### config.mk
export PLATFORM = sky130hd
export DESIGN_NAME = atc_regs
export DESIGN_NICKNAME = d
export VERILOG_FILES = /design/src/rtl/atc_pkg.sv /design/src/rtl/atc_reg8.sv /design/src/rtl/atc_regs.sv
export SDC_FILE = /design/constraint.sdc
export NUM_CORES = 1
export LEC_CHECK = 0
export ABC_AREA = 1
export BUFFER_PORTS_ARGS = -buffer_cell sky130_fd_sc_hd__buf_4
export CORE_ASPECT_RATIO = 1.75
export CORE_UTILIZATION = 29
export CTS_BUF_LIST = sky130_fd_sc_hd__clkbuf_2
export DETAILED_ROUTE_END_ITERATION = 10
export PLACE_DENSITY = 0.56
export SYNTH_ARGS = -nofsm -noshare
export SYNTH_HDL_FRONTEND = slang
export SYNTH_HIERARCHICAL = 1
export SYNTH_SLANG_ARGS = --single-unit
### constraint.sdc
create_clock -name clock -period 3.1 [get_ports clock]
set_input_delay 0.465 -clock clock [delete_from_list [all_inputs] [get_ports clock]]
set_output_delay 0.465 -clock clock [all_outputs]
set_load 0.005 [all_outputs]
### src/rtl/atc_pkg.sv
// Purpose: Shared constants for the analog trim configuration register bank
// Assumes: Avalon-MM slave with 32-bit data, one register per aligned word
// Notes: Printed offsets are register indices; byte address is four times the index
package atc_pkg;

  // Register indices as printed
  localparam logic [7:0] ATC_IDX_FS_A = 8'h30; // Input A full-scale code
  localparam logic [7:0] ATC_IDX_FS_B = 8'h32; // Input B full-scale code
  localparam logic [7:0] ATC_IDX_REF_BYP = 8'h38; // Reference source select
  localparam logic [7:0] ATC_IDX_TS_CTRL = 8'h3B; // Timestamp input control
  localparam logic [7:0] ATC_IDX_SERIALIZER_PREEMPHASIS = 8'h48; // Serializer pre-emphasis
  localparam logic [7:0] ATC_IDX_IN_SEL = 8'h60; // Input selector control

  // Reset values
  localparam logic [15:0] ATC_RST_FS = 16'hA000; // 800 mVPP setting
  localparam logic [7:0] ATC_RST_REF_BYP = 8'h00; // Bandgap reference
  localparam logic [7:0] ATC_RST_TS_CTRL = 8'h00; // Receiver off
  localparam logic [7:0] ATC_RST_SERIALIZER_PREEMPHASIS = 8'h00; // No pre-emphasis
  localparam logic [7:0] ATC_RST_IN_SEL = 8'h01; // Input selector default

  // Lowest recommended full-scale code
  localparam logic [15:0] ATC_FS_MIN_CODE = 16'h2000;

  // Field positions
  localparam int ATC_REF_BYP_BIT = 0; // Analog supply as reference
  localparam int ATC_TS_RECV_BIT = 0; // Timestamp receiver on
  localparam int ATC_TS_PECL_BIT = 1; // Timestamp PECL select
  localparam int ATC_PE_LEVEL_LSB = 0; // Pre-emphasis level low bit
  localparam int ATC_PE_LEVEL_W = 3; // Pre-emphasis level width
  localparam int ATC_PE_BOOST_BIT = 3; // Extra boost
  localparam int ATC_LANES = 16; // Serial output lanes

  // Bus answer latency in cycles of waitrequest
  localparam int ATC_WAIT_CYCLES = 1;

endpackage

### src/rtl/atc_reg8.sv
// Purpose: One 8-bit read-write configuration register with reset value
// Assumes: Synchronous active-high reset, byte-lane write enable
// Notes: Reserved bits are stored and read back like any other bit
`timescale 1ns/1ps
module atc_reg8 import atc_pkg::*; #(
  parameter logic [7:0] RESET_VAL = 8'h00
) (
  input wire logic clock,
  input wire logic rst,
  input wire logic wr_en,
  input wire logic [7:0] wr_data,
  output logic [7:0] value
);

  logic [7:0] value_ff; // Stored register contents

  // Load on write, reset to documented value
  always_ff @(posedge clock) begin
    if (rst) begin
      value_ff <= RESET_VAL;
    end else if (wr_en) begin
      value_ff <= wr_data;
    end
  end

  assign value = value_ff;

endmodule // atc_reg8

### src/rtl/atc_regs.sv
// Purpose: Configuration register bank for a dual-input sampling converter
// Assumes: Avalon-MM slave, 32-bit data, word address in address port
// Notes: One wait cycle on every access; unmapped reads return zero
//   Full-scale codes take byte lanes 0 and 1, 8-bit registers lane 0
//   Codes below the recommended minimum are stored and only flagged
`timescale 1ns/1ps
module atc_regs import atc_pkg::*; #(
  parameter int ADDR_W = 8,
  parameter int LANES = ATC_LANES
) (
  input wire logic clock,
  input wire logic rst,
  input wire logic [ADDR_W-1:0] avs_address,
  input wire logic avs_read,
  input wire logic avs_write,
  input wire logic [31:0] avs_writedata,
  input wire logic [3:0] avs_byteenable,
  output logic [31:0] avs_readdata,
  output logic avs_waitrequest,
  output logic [15:0] input_a_fullscale_code,
  output logic [15:0] input_b_fullscale_code,
  output logic reference_bypass,
  output logic timestamp_receiver_on,
  output logic timestamp_pecl_select,
  output logic [LANES*ATC_PE_LEVEL_W-1:0] serializer_preemphasis,
  output logic [LANES-1:0] preemphasis_extra_boost,
  output logic [7:0] input_selector_control,
  output logic fs_a_below_min,
  output logic fs_b_below_min
);

  // Access phase state
  typedef enum logic [0:0] {
    ATC_IDLE,
    ATC_ACK
  } atc_state_t;

  atc_state_t state_ff; // Bus phase
  atc_state_t nxt_state; // Next bus phase
  logic [15:0] fs_a_ff; // Input A full-scale code
  logic [15:0] fs_b_ff; // Input B full-scale code
  logic [31:0] rdata_ff; // Registered read data
  logic [31:0] nxt_rdata; // Read mux result
  logic req; // Any request present
  logic commit; // Access completes this edge
  logic wr_ref; // Write strobe, reference bypass
  logic wr_ts; // Write strobe, timestamp control
  logic wr_pe; // Write strobe, pre-emphasis
  logic wr_sel; // Write strobe, input selector
  logic [7:0] ref_val; // Reference bypass contents
  logic [7:0] ts_val; // Timestamp control contents
  logic [7:0] pe_val; // Pre-emphasis contents
  logic [15:0] nxt_fs_a; // Input A code after this edge
  logic [15:0] nxt_fs_b; // Input B code after this edge
  logic low_a_ff; // Input A code below minimum
  logic low_b_ff; // Input B code below minimum
  logic sel_fs_a; // Address hits input A code
  logic sel_fs_b; // Address hits input B code
  logic sel_ref; // Address hits reference bypass
  logic sel_ts; // Address hits timestamp control
  logic sel_pe; // Address hits pre-emphasis
  logic sel_in; // Address hits input selector
  logic wr_fs_a; // Write strobe, input A code
  logic wr_fs_b; // Write strobe, input B code

  // Byte-lane merge of a 16-bit register
  // Lanes 2 and 3 carry nothing for these registers
  function automatic logic [15:0] merge16(input logic [15:0] old_v,
                                          input logic [31:0] wd,
                                          input logic [3:0] be);
    logic [15:0] r;
    r = old_v;
    if (be[0]) begin
      r[7:0] = wd[7:0];
    end
    if (be[1]) begin
      r[15:8] = wd[15:8];
    end
    return r;
  endfunction

  // Match of word address against a register index
  function automatic logic hit(input logic [ADDR_W-1:0] a, input logic [7:0] idx);
    return a == ADDR_W'(idx);
  endfunction

  // Write strobe of an 8-bit register, low byte lane only
  function automatic logic lane0_write(input logic done,
                                       input logic is_wr,
                                       input logic [3:0] be,
                                       input logic sel);
    return done && is_wr && be[0] && sel;
  endfunction

  // Code under the recommended minimum, for the status flags
  function automatic logic below_min(input logic [15:0] code);
    return code < ATC_FS_MIN_CODE;
  endfunction

  // Request present and completion edge
  assign req = avs_read | avs_write;
  assign commit = (state_ff == ATC_ACK) && req;

  // Word decode, shared by write strobes and read mux
  assign sel_fs_a = hit(avs_address, ATC_IDX_FS_A);
  assign sel_fs_b = hit(avs_address, ATC_IDX_FS_B);
  assign sel_ref = hit(avs_address, ATC_IDX_REF_BYP);
  assign sel_ts = hit(avs_address, ATC_IDX_TS_CTRL);
  assign sel_pe = hit(avs_address, ATC_IDX_SERIALIZER_PREEMPHASIS);
  assign sel_in = hit(avs_address, ATC_IDX_IN_SEL);

  // Waitrequest high until the answer cycle
  // Idle with no request leaves it low
  assign avs_waitrequest = req && (state_ff != ATC_ACK);

  // Bus phase next state
  // Every access spends one cycle waiting and one answering
  always_comb begin
    nxt_state = state_ff;
    case (state_ff)
      ATC_IDLE: begin
        if (req) begin
          nxt_state = ATC_ACK;
        end
      end
      ATC_ACK: begin
        nxt_state = ATC_IDLE;
      end
      default: begin
        nxt_state = ATC_IDLE;
      end
    endcase
  end

  // Bus phase register
  always_ff @(posedge clock) begin
    if (rst) begin
      state_ff <= ATC_IDLE;
    end else begin
      state_ff <= nxt_state;
    end
  end

  // Full-scale write strobes, either byte lane may land
  assign wr_fs_a = commit && avs_write && sel_fs_a;
  assign wr_fs_b = commit && avs_write && sel_fs_b;

  // Next full-scale codes, byte lanes merged over the old value
  // Only the addressed code changes
  always_comb begin
    nxt_fs_a = fs_a_ff; // Hold unless written
    nxt_fs_b = fs_b_ff; // Hold unless written
    if (wr_fs_a) begin
      nxt_fs_a = merge16(fs_a_ff, avs_writedata, avs_byteenable);
    end
    if (wr_fs_b) begin
      nxt_fs_b = merge16(fs_b_ff, avs_writedata, avs_byteenable);
    end
  end

  // Input A full-scale code
  always_ff @(posedge clock) begin
    if (rst) begin
      fs_a_ff <= ATC_RST_FS;
    end else begin
      fs_a_ff <= nxt_fs_a;
    end
  end

  // Input B full-scale code
  always_ff @(posedge clock) begin
    if (rst) begin
      fs_b_ff <= ATC_RST_FS;
    end else begin
      fs_b_ff <= nxt_fs_b;
    end
  end

  // Below-minimum flags follow the code being stored
  // Registered from the next code so they move with it
  always_ff @(posedge clock) begin
    if (rst) begin
      low_a_ff <= below_min(ATC_RST_FS); // Reset code in range
      low_b_ff <= below_min(ATC_RST_FS); // Reset code in range
    end else begin
      low_a_ff <= below_min(nxt_fs_a);
      low_b_ff <= below_min(nxt_fs_b);
    end
  end

  // Byte-wide write strobes, low lane only
  assign wr_ref = lane0_write(commit, avs_write, avs_byteenable, sel_ref);
  assign wr_ts = lane0_write(commit, avs_write, avs_byteenable, sel_ts);
  assign wr_pe = lane0_write(commit, avs_write, avs_byteenable, sel_pe);
  assign wr_sel = lane0_write(commit, avs_write, avs_byteenable, sel_in);

  // Eight-bit registers keep reserved bits exactly as written
  // Reference bypass register
  atc_reg8 #(.RESET_VAL(ATC_RST_REF_BYP)) u_ref (
    .clock(clock),
    .rst(rst),
    .wr_en(wr_ref),
    .wr_data(avs_writedata[7:0]),
    .value(ref_val)
  );

  // Timestamp control register
  atc_reg8 #(.RESET_VAL(ATC_RST_TS_CTRL)) u_ts (
    .clock(clock),
    .rst(rst),
    .wr_en(wr_ts),
    .wr_data(avs_writedata[7:0]),
    .value(ts_val)
  );

  // Serializer pre-emphasis register
  atc_reg8 #(.RESET_VAL(ATC_RST_SERIALIZER_PREEMPHASIS)) u_pe (
    .clock(clock),
    .rst(rst),
    .wr_en(wr_pe),
    .wr_data(avs_writedata[7:0]),
    .value(pe_val)
  );

  // Input selector register
  atc_reg8 #(.RESET_VAL(ATC_RST_IN_SEL)) u_sel (
    .clock(clock),
    .rst(rst),
    .wr_en(wr_sel),
    .wr_data(avs_writedata[7:0]),
    .value(input_selector_control)
  );

  // Read mux, reserved bits returned as stored
  always_comb begin
    nxt_rdata = 32'h0000_0000;
    if (sel_fs_a) begin
      nxt_rdata[15:0] = fs_a_ff;
    end else if (sel_fs_b) begin
      nxt_rdata[15:0] = fs_b_ff;
    end else if (sel_ref) begin
      nxt_rdata[7:0] = ref_val;
    end else if (sel_ts) begin
      nxt_rdata[7:0] = ts_val;
    end else if (sel_pe) begin
      nxt_rdata[7:0] = pe_val;
    end else if (sel_in) begin
      nxt_rdata[7:0] = input_selector_control;
    end
  end

  // Read data captured while waitrequest is high
  // Registered so readdata stands through the answer cycle
  // Reads have no side effects on any register
  always_ff @(posedge clock) begin
    if (rst) begin
      rdata_ff <= 32'h0000_0000;
    end else if (avs_read && state_ff == ATC_IDLE) begin
      rdata_ff <= nxt_rdata;
    end
  end

  assign avs_readdata = rdata_ff;

  // Analog control outputs
  // Full-scale codes go straight out of their registers
  assign input_a_fullscale_code = fs_a_ff;
  assign input_b_fullscale_code = fs_b_ff;
  // Reference source and timestamp receiver controls
  assign reference_bypass = ref_val[ATC_REF_BYP_BIT];
  assign timestamp_receiver_on = ts_val[ATC_TS_RECV_BIT];
  assign timestamp_pecl_select = ts_val[ATC_TS_PECL_BIT];

  // Global pre-emphasis fanned out to every lane
  // One setting for all lanes, no per-lane storage
  always_comb begin
    for (int i = 0; i < LANES; i++) begin
      serializer_preemphasis[i*ATC_PE_LEVEL_W +: ATC_PE_LEVEL_W] =
        pe_val[ATC_PE_LEVEL_LSB +: ATC_PE_LEVEL_W];
      preemphasis_extra_boost[i] = pe_val[ATC_PE_BOOST_BIT];
    end
  end

  // Status flags for codes below the recommended minimum
  // Guidance only: such writes are still accepted
  assign fs_a_below_min = low_a_ff;
  assign fs_b_below_min = low_b_ff;

endmodule // atc_regs

==> out/results.txt, run 1 <==
status: completed
# setup viols final: 0
# rows: 59
Leak: 2.64 nW
first-pass GRT wire length: 20.5 mm
endpoint class of the critical path: output port
Reg clk slew, reported paths: 0.25 ns
worst min path class: in2reg
Core Footprint: 15000 sq um
NumNets Final: 794
RSZ-0062 raised after global routing: false
worst r2r dst: input_a_fullscale_code[3]$_SDFFE_PP0P_
DRT iter0 DRCs: 172
# IOs: 190
R2R Path Start: state_ff$_SDFF_PP0_
CP required: 2.63 ns
CTS sink cnt: 83
WP buf/inv: 1
Synth Area in Compound Gates: 8.75%
WHS: 0.121 ns
CP cell instances: buf_4
Final Slew Violations: 0
CP Class: reg2out
synth unique cells: 24
cell count after synthesis: 656
post-cts resize count: 0
most common cell after layout, fill and taps aside: buf_4
power density over the cells: 344 nW/um^2
Crit path max-delay family: flip-flops
commonest cells after routing, fill and taps aside: 163 x buf_4, 129 x nand2_1, 128 x nor2_1
routed wire length: 13.3 mm
number of port buffers: 155
CP max-delay cell: dfxtp_1
largest family of logic cells by synthesized area: simple AND/OR/NAND/NOR gates
Initial Utilization: 29.9%
clk root buf: clkbuf_2
worst-case clock buffer depth: 2
Period Utilization, post-route: 63.4%
total gr overflow: 0
Post-Synth XOR/XNOR Area: 0%
post-synthesis sequential area ratio: 37.1%
vias in the first global route: 3748
Achievable Freq: 0.509 GHz
WL/cell: 14.2 um
antenna violations before repair: 1
CP max FO: 18
Area Growth Syn to Fin: 20.0%
max cap viols: 0
routability cong.: 0.804
Tmin final: 1.97 ns
CP peak stage delay: 0.74 ns
Die ar.: 16000 sq um
Synth Area in Simple Gates: 30.9%
mux cell area share after synthesis: 0%
CTS buffer count: 9
Mapped Avg Cell Area: 6.82 sq um
Die Ht: 166 um
Synth warnings: 6
#FFs+latches synth: 83
crit path to: preemphasis_extra_boost[14]
Worst slew margin: 49.5%
mapped cell area: 4480 sq um
CTS Hold Buffers Added: 0
post-CTS setup buffer count: 0
maximum number of pins on one net before global-route repair: 30
Worst R2R Setup Slack: 1.31 ns
worst slew pin tran: 0.757 ns
First-pass DRT Iterations: 4
CP Depth: 1
Worst Setup SP: u_pe/value[3]$_SDFFE_PP0P_
drt via density: 4.44
clock latency on the worst-skew pair: 0.55 ns
CP Launch Type: flip-flop
Global Route Usage Sum: 17.0%
clk_skew: 0.0230 ns
number of nets still failing antenna checks after routing: 0
R2R cell count: 8
proportion of layout cells with a drive suffix above 1: 27.4%
DRC: 0
critical path arrival: 1.50 ns
via count: 4152
hold_sp: avs_writedata[8]
Final Hold Vio Count: 0
H-tree levels: 3
CTS tree: yes
die width: 95.9 um
TNS Setup: 0 ns
Post-Synth Adder-Cell Area: 0%
maximum VDD drop: 184 uV
final HPWL from detailed placement: 9.81 mm
==> cell usage after synthesis, drive strengths merged <==
master	n	area (sq um)
nand2	137	534
conb	1	3.75
dfxtp	83	1660
buf	91	722
nand4	1	21.3
nor3	3	31.3
inv	76	285
nand3	49	245
o211ai	7	52.6
o21ai	22	114
nor4	3	18.8
nor2	136	531
a21oi	31	155
o2111ai	8	70.1
clkbuf	8	30.0
==> worst min path at each step <==
stage | to | cells past startpoint
5_1_grt | input_a_fullscale_code[9]$_SDFFE_PP0P_ | 3
6_report | input_a_fullscale_code[8]$_SDFFE_PP0P_ | 3
3_5_place_dp | avs_readdata[3]$_SDFFE_PP0P_ | 2
3_3_place_gp | avs_readdata[0]$_SDFFE_PP0P_ | 2
2_1_floorplan | u_ts/value[2]$_SDFFE_PP0P_ | 2
4_1_cts | input_a_fullscale_code[12]$_SDFFE_PP0P_ | 3
==> report_power, final <==
part           internal, mW  switching [mW]  total (mW)
registers              1.08         0.00531        1.08
logic                0.0626           0.114       0.176
clock network         0.188           0.398       0.587
==> per-stage QoR <==
step | worst slack, ns | cell area, sq um | util (%) | power, mW | std cells
floorplan | 1.25 | 4530 | - | 1.21 | 671
global placement | 0.773 | 5250 | 35.0 | 1.28 | 918
detailed placement | 0.755 | 5250 | 35.0 | 1.28 | 918
finish | 1.13 | 5370 | 35.8 | 1.85 | 935
CTS | 1.05 | 5370 | 35.8 | 1.87 | 934
global route | 0.942 | 5370 | 35.8 | 1.94 | 935
==> registers in the layout (all words and copies together), names as in the netlist <==
register / cells
u_sel/value: 8
avs_readdata: 16
u_ref/value: 8
input_a_fullscale_code: 16
fs_b_below_min: 1
fs_a_below_min: 1
u_ts/value: 8
input_b_fullscale_code: 16
u_pe/value: 8
state_ff: 1
==> cells by family (layout without fill, tap and decap cells) <==
logic type,after synthesis,after routing
AOI/OAI and AO/OA,68,68
buffers and inverters,175,255
DFF,83,83
other,1,17
and+or+nand+nor,329,329
==> layout make-up <==
cell class,count,area [sq um]
clock buffer,10,50.0
antenna,1,2.50
sequential,83,1660
clock inverter,6,65.1
timing repair buffer,163,1220
fill,1681,9620
tap,183,229
multi-input combinational,413,1850
inverter,76,285
==> routing by layer <==
metal  vias to the layer above  GRT usage (%)  wire length [um]
li1                       2125              -                 -
met1                      1830           19.6              5260
met2                       174           28.7              6620
met3                        23           4.62               982
met4                         0           7.53               418
met5                         -              0                 0
Power figures use the tool's default switching activity.
==> run 2, diff against run 1 <==
==> constraint.sdc (replaced) <==
create_clock -name clock -period 2 [get_ports clock]
set_input_delay 0.3 -clock clock [delete_from_list [all_inputs] [get_ports clock]]
set_output_delay 0.3 -clock clock [all_outputs]
set_load 0.005 [all_outputs]
==> out/results.txt, run 2 (synthesis results as in run 1) <==
WL/cell: 13.8 um (was 14.2 um)
WP buf/inv: 1 (unchanged)
vias in the first global route: 3797 (was 3748)
# placed instances: 933 (was 918)
CP Class: reg2out (unchanged)
RSZ-0062 raised after global routing: false (unchanged)
Reg clk slew, reported paths: 0.25 ns (about the same)
TNS Setup: 0 ns (unchanged)
final HPWL from detailed placement: 10.1 mm (was 9.81 mm)
die width: 95.9 um (unchanged)
# setup viols final: 0 (unchanged)
Tmin final: 1.74 ns
critical path arrival: 1.44 ns (was 1.50 ns)
Initial Utilization: 29.9% (unchanged)
footprint of the multi-input gates: 1850 sq um (unchanged)
H-tree levels: 3 (unchanged)
dpl ws: 0.168 ns (was 0.755 ns)
worst min path class: in2reg (unchanged)
# rows: 59 (unchanged)
Clk network pwr share: 31.3% (was 31.8%)
CTS Hold Buffers Added: 12 (was 0)
number of port buffers: 155 (unchanged)
power density over the cells: 515 nW/um^2 (was 344 nW/um^2)
clk_skew: 0.0315 ns (was 0.0230 ns)
CP peak stage delay: 0.70 ns (was 0.74 ns)
status: completed (unchanged)
Die ar.: 16000 sq um (unchanged)
clock latency on the worst-skew pair: 0.55 ns (about the same)
Achievable Freq: 0.576 GHz
CP required: 1.70 ns (was 2.63 ns)
commonest cells after routing, fill and taps aside: 178 x buf_4, 129 x nand2_1, 128 x nor2_1 (was 163 x buf_4, 129 x nand2_1, 128 x nor2_1)
antenna violations before repair: 1 (unchanged)
Global Route Usage Sum: 17.0% (about the same)
Final Hold Vio Count: 0 (unchanged)
maximum number of pins on one net before global-route repair: 25 (was 30)
proportion of layout cells with a drive suffix above 1: 28.4% (was 27.4%)
NumNets Final: 821 (was 794)
routed wire length: 13.2 mm (was 13.3 mm)
worst-case clock buffer depth: 2 (unchanged)
post-CTS setup buffer count: 0 (unchanged)
CTS tree: yes (unchanged)
max cap viols: 0 (unchanged)
First-pass DRT Iterations: 7 (was 4)
Die Ht: 166 um (unchanged)
Leak: 2.77 nW (was 2.64 nW)
Non-Filler Instances: 961 (was 935)
Sw Share: 28.0% (about the same)
Core Footprint: 15000 sq um (unchanged)
post-cts resize count: 0 (unchanged)
Area Growth Syn to Fin: 25.1% (was 20.0%)
NetSw: 0.809 mW (was 0.517 mW)
routability cong.: 0.793 (was 0.804)
DRT iter0 DRCs: 120 (was 172)
CP cell instances: buf_4 (unchanged)
Sequential cell area: 1660 sq um (unchanged)
DRC: 0 (unchanged)
CP max FO: 18 (unchanged)
via count: 4256 (was 4152)
Crit path max-delay family: flip-flops (unchanged)
drt via density: 4.43 (was 4.44)
CTS sink cnt: 83 (unchanged)
maximum VDD drop: 295 uV (was 184 uV)
Int Power: 2.08 mW (was 1.33 mW)
CP Launch Type: flip-flop (unchanged)
Reg power frac: 58.2% (was 58.7%)
Period Utilization, post-route: 86.9%
most common cell after layout, fill and taps aside: buf_4 (unchanged)
clk root buf: clkbuf_2 (unchanged)
# fillers: 1652 (was 1681)
first-pass GRT wire length: 20.3 mm (was 20.5 mm)
WHS: 0.0696 ns (was 0.121 ns)
Worst slew margin: 53.5% (was 49.5%)
number of nets still failing antenna checks after routing: 0 (unchanged)
total gr overflow: 0 (unchanged)
Tot Pwr: 2.89 mW (was 1.85 mW)
worst slew pin tran: 0.697 ns (was 0.757 ns)
combinational fraction of design power: 10.5% (was 9.6%)
endpoint class of the critical path: output port (unchanged)
Final Slew Violations: 0 (unchanged)
CP max-delay cell: dfxtp_1 (unchanged)
slack of the critical path: 0.263 ns (was 1.13 ns)
# IOs: 190 (unchanged)
CTS buffer count: 9 (unchanged)
==> run 2: area by class of cell <==
class	instances	share of cell area [%]
Antenna cell	1	0.0447
Clock buffer	9	0.805
Clock inverter	6	1.18
Inverter	76	5.10
Multi-Input combinational cell	413	33.1
Sequential cell	83	29.7
Tap cell	183	4.09
Timing Repair Buffer	190	26.0
==> run 2: through the flow <==
stage	cell area [sq um]	util [%]
floorplan	4530	-
global placement	5360	35.8
detailed placement	5360	35.8
CTS	5600	37.3
global route	5600	37.4
finish	5600	37.4
==> run 2: path summary, 6_finish.rpt <==
kind | slack, ns | cells after the start | startpoint | end
worst max-delay path | 0.26 | 1 | u_pe/value[2]$_SDFFE_PP0P_ | serializer_preemphasis[2]
worst min-delay path | 0.07 | 5 | avs_writedata[13] | input_b_fullscale_code[13]$_SDFF_PP1_
worst min register to register | 0.48 | 2 | avs_readdata[2]$_SDFFE_PP0P_ | avs_readdata[2]$_SDFFE_PP0P_
worst max register to register | 0.33 | 8 | state_ff$_SDFF_PP0_ | u_ref/value[0]$_SDFFE_PP0P_
==> run 2: metal layers <==
metal | GRT usage (%) | share of wire, % | vias to the layer above
met3 | 3.11 | 6.6 | 24
li1 | - | - | 2182
met5 | 0 | 0 | -
met4 | 7.98 | 3.0 | 0
met1 | 19.1 | 39 | 1875
met2 | 29.9 | 51 | 175
==> run 2: power by group through the flow <==
stage / clock network, mW / registers (mW) / logic (mW)
after floorplan: 0 / 1.71 / 0.160
after global placement: 0 / 1.71 / 0.285
after detailed placement: 0 / 1.71 / 0.285
after CTS: 0.944 / 1.68 / 0.305
after global routing: 1.01 / 1.68 / 0.335
final: 0.902 / 1.68 / 0.302
==> run 3, diff against run 2 <==
--- a/config.mk
+++ b/config.mk
@@ -5,7 +5,6 @@
 export SDC_FILE = /design/constraint.sdc
 export NUM_CORES = 1
 export LEC_CHECK = 0
-export ABC_AREA = 1
 export BUFFER_PORTS_ARGS = -buffer_cell sky130_fd_sc_hd__buf_4
 export CORE_ASPECT_RATIO = 1.75
 export CORE_UTILIZATION = 29
==> out/results.txt, run 3 <==
status: completed (unchanged)
die width: 94.4 um (was 95.9 um)
synth cell count leaders: 83 x dfxtp_1, 77 x buf_4, 74 x nor2_1 (was 129 x nand2_1, 128 x nor2_1, 83 x dfxtp_1)
Tmin final: 1.82 ns (was 1.74 ns)
max cap viols: 0 (unchanged)
worst slew pin tran: 0.603 ns (was 0.697 ns)
vias in the first global route: 3572 (was 3797)
Achievable Freq: 0.551 GHz (was 0.576 GHz)
RSZ-0062 raised after global routing: false (unchanged)
cell count after synthesis: 462 (was 656)
CP required: 2.41 ns (was 1.70 ns)
DRC: 0 (unchanged)
Final Hold Vio Count: 0 (unchanged)
power density over the cells: 502 nW/um^2 (was 515 nW/um^2)
DRT iter0 DRCs: 114 (was 120)
worst-case clock buffer depth: 2 (unchanged)
#FFs+latches synth: 83 (unchanged)
CP Class: reg2reg (was reg2out)
Post-synth EDFFs: 0 (unchanged)
ys async rst share: 0% (unchanged)
antenna violations before repair: 1 (unchanged)
maximum VDD drop: 320 uV (was 295 uV)
NumNets Final: 629 (was 821)
Worst R2R Setup Slack: 0.18 ns (was 0.33 ns)
# rows: 58 (was 59)
# setup viols final: 0 (unchanged)
R2R cell count: 5 (was 8)
first-pass GRT wire length: 18.5 mm (was 20.3 mm)
CTS sink cnt: 83 (unchanged)
R2R Path Start: state_ff$_SDFF_PP0_ (unchanged)
Final Slew Violations: 0 (unchanged)
Synth warnings: 6 (unchanged)
most common cell after layout, fill and taps aside: buf_4 (unchanged)
final design utilization: 38.6% (was 37.4%)
Area Growth Syn to Fin: 29.3% (was 25.1%)
Tot Pwr: 2.81 mW (was 2.89 mW)
clock latency on the worst-skew pair: 0.53 ns (was 0.55 ns)
post-synthesis sequential area ratio: 38.3% (was 37.1%)
Period Utilization, post-route: 90.8% (was 86.9%)
First-pass DRT Iterations: 4 (was 7)
Initial Utilization: 29.9% (about the same)
clk_skew: 0.0298 ns (was 0.0315 ns)
Mapped Avg Cell Area: 9.38 sq um (was 6.82 sq um)
Die ar.: 15500 sq um (was 16000 sq um)
Core Footprint: 14500 sq um (was 15000 sq um)
Die Ht: 164 um (was 166 um)
worst r2r dst: u_ts/value[1]$_SDFFE_PP0P_ (was u_ref/value[0]$_SDFFE_PP0P_)
post-synth top area share: 38.3% (was 37.1%)
WL/cell: 15.5 um (was 13.8 um)
number of port buffers: 155 (unchanged)
Yosys top cell by area: dfxtp_1 (unchanged)
Worst slew margin: 59.6% (was 53.5%)
via count: 3673 (was 4256)
clk root buf: clkbuf_2 (unchanged)
drt via density: 4.79 (was 4.43)
Reg clk slew, reported paths: 0.22 ns (was 0.25 ns)
CP Launch Type: flip-flop (unchanged)
CTS tree: yes (unchanged)
# IOs: 190 (unchanged)
CTS buffer count: 9 (unchanged)
routability cong.: 0.747 (was 0.793)
Worst Setup SP: state_ff$_SDFF_PP0_ (was u_pe/value[2]$_SDFFE_PP0P_)
number of nets still failing antenna checks after routing: 0 (unchanged)
synth unique cells: 41 (was 24)
total gr overflow: 0 (unchanged)
CP max FO: 8 (was 18)
crit path to: u_ts/value[1]$_SDFFE_PP0P_ (was serializer_preemphasis[2])
final HPWL from detailed placement: 9.07 mm (was 10.1 mm)
H-tree levels: 3 (unchanged)
endpoint class of the critical path: flip-flop (was output port)
Leak: 2.44 nW (was 2.77 nW)
proportion of layout cells with a drive suffix above 1: 38.2% (was 28.4%)
routed wire length: 11.9 mm (was 13.2 mm)
ranking of synthesized cells by area: dfxtp_1 38%, mux2i_1 14%, buf_4 13%, nor2_1 6.4%, nand3b_1 4.2% (was dfxtp_1 37%, buf_4 13%, nand2_1 11%, nor2_1 11%, inv_1 6.0%)
commonest cells after routing, fill and taps aside: 186 x buf_4, 83 x dfxtp_1, 74 x nor2_1 (was 178 x buf_4, 129 x nand2_1, 128 x nor2_1)
worst min path class: in2reg (unchanged)
critical path arrival: 2.23 ns (was 1.44 ns)
Global Route Usage Sum: 15.7% (was 17.0%)
count leader, synth: dfxtp_1 (was nand2_1)
ys flop type: dfxtp_1 (unchanged)
post-CTS setup buffer count: 0 (unchanged)
mapped cell area: 4340 sq um (was 4480 sq um)
maximum number of pins on one net before global-route repair: 50 (was 25)
-- run 3: where the power goes --
group          internal, mW  leakage, nW  total (mW)  switching, mW
logic                 0.112         1.70       0.260          0.148
clock network         0.297       0.0704       0.890          0.593
registers              1.66        0.669        1.66        0.00215
total                  2.07         2.44        2.81          0.743
-- run 3: what timing repair did --
item,in CTS,in global routing
endpoints found under the hold margin,16,6
hold buffers,9,3
gates resized for setup,0,0
-- run 3: stage by stage --
| step | setup TNS [ns] | area [sq um] | worst slack [ns] | hold WS, ns | cells |
|---|---|---|---|---|---|
| global route | 0 | 5610 | 0.0246 | 0.0105 | 767 |
| floorplan | -0.0236 | 4430 | -0.00372 | 0.418 | 477 |
| global placement | -0.826 | 5370 | -0.0994 | 0.453 | 738 |
| finish | 0 | 5610 | 0.185 | 0.0485 | 767 |
| detailed placement | -1.59 | 5370 | -0.122 | 0.457 | 738 |
| CTS | 0 | 5570 | 0.172 | 0.00658 | 763 |
-- run 3: cell families (layout without fill, tap and decap cells) --
group	count (synthesis)	in the layout	share of synthesized area, %
muxes	68	68	15.9
other	1	17	0.0865
buffers and inverters	112	221	17.3
and+or+nand+nor	136	136	17.0
AOI/OAI and AO/OA	62	62	11.3
DFF	83	83	38.3
-- run 3: worst min path at each step --
stage | from | depth (start not counted) | end | slack (ns)
after floorplan | avs_writedata[13] | 1 | input_b_fullscale_code[13]$_SDFF_PP1_ | 0.42
after global placement | avs_readdata[0]$_SDFFE_PP0P_ | 1 | avs_readdata[0]$_SDFFE_PP0P_ | 0.45
after detailed placement | avs_readdata[3]$_SDFFE_PP0P_ | 1 | avs_readdata[3]$_SDFFE_PP0P_ | 0.46
after CTS | avs_write | 3 | state_ff$_SDFF_PP0_ | 0.007
after global routing | avs_writedata[6] | 3 | u_pe/value[6]$_SDFFE_PP0P_ | 0.01
final | avs_writedata[0] | 2 | u_sel/value[0]$_SDFFE_PP1P_ | 0.05
-- run 3: metal layers --
layer / routed length (um) / global-route usage [%] / vias to the layer above
met5: 0 / 0 / -
met4: 301 / 7.06 / 0
met3: 769 / 3.29 / 18
met2: 6480 / 30.2 / 161
met1: 4300 / 15.5 / 1722
li1: - / - / 1772
-- run 3: layout make-up --
| cell class | count | area, sq um |
|---|---|---|
| fill | 1487 | 8910 |
| sequential | 83 | 1660 |
| antenna | 1 | 2.50 |
| multi-input combinational | 282 | 2010 |
| timing repair buffer | 201 | 1580 |
| clock buffer | 10 | 50.0 |
| inverter | 4 | 15.0 |
| tap | 180 | 225 |
| clock inverter | 6 | 63.8 |
-- run 3: worst max-delay path: stages (launching register included) --
cell and delay, ns:
dfxtp_1 0.43, nand3_1 0.35, nor4_2 0.41, buf_4 0.25
mux2i_1 0.22, nor2_1 0.06
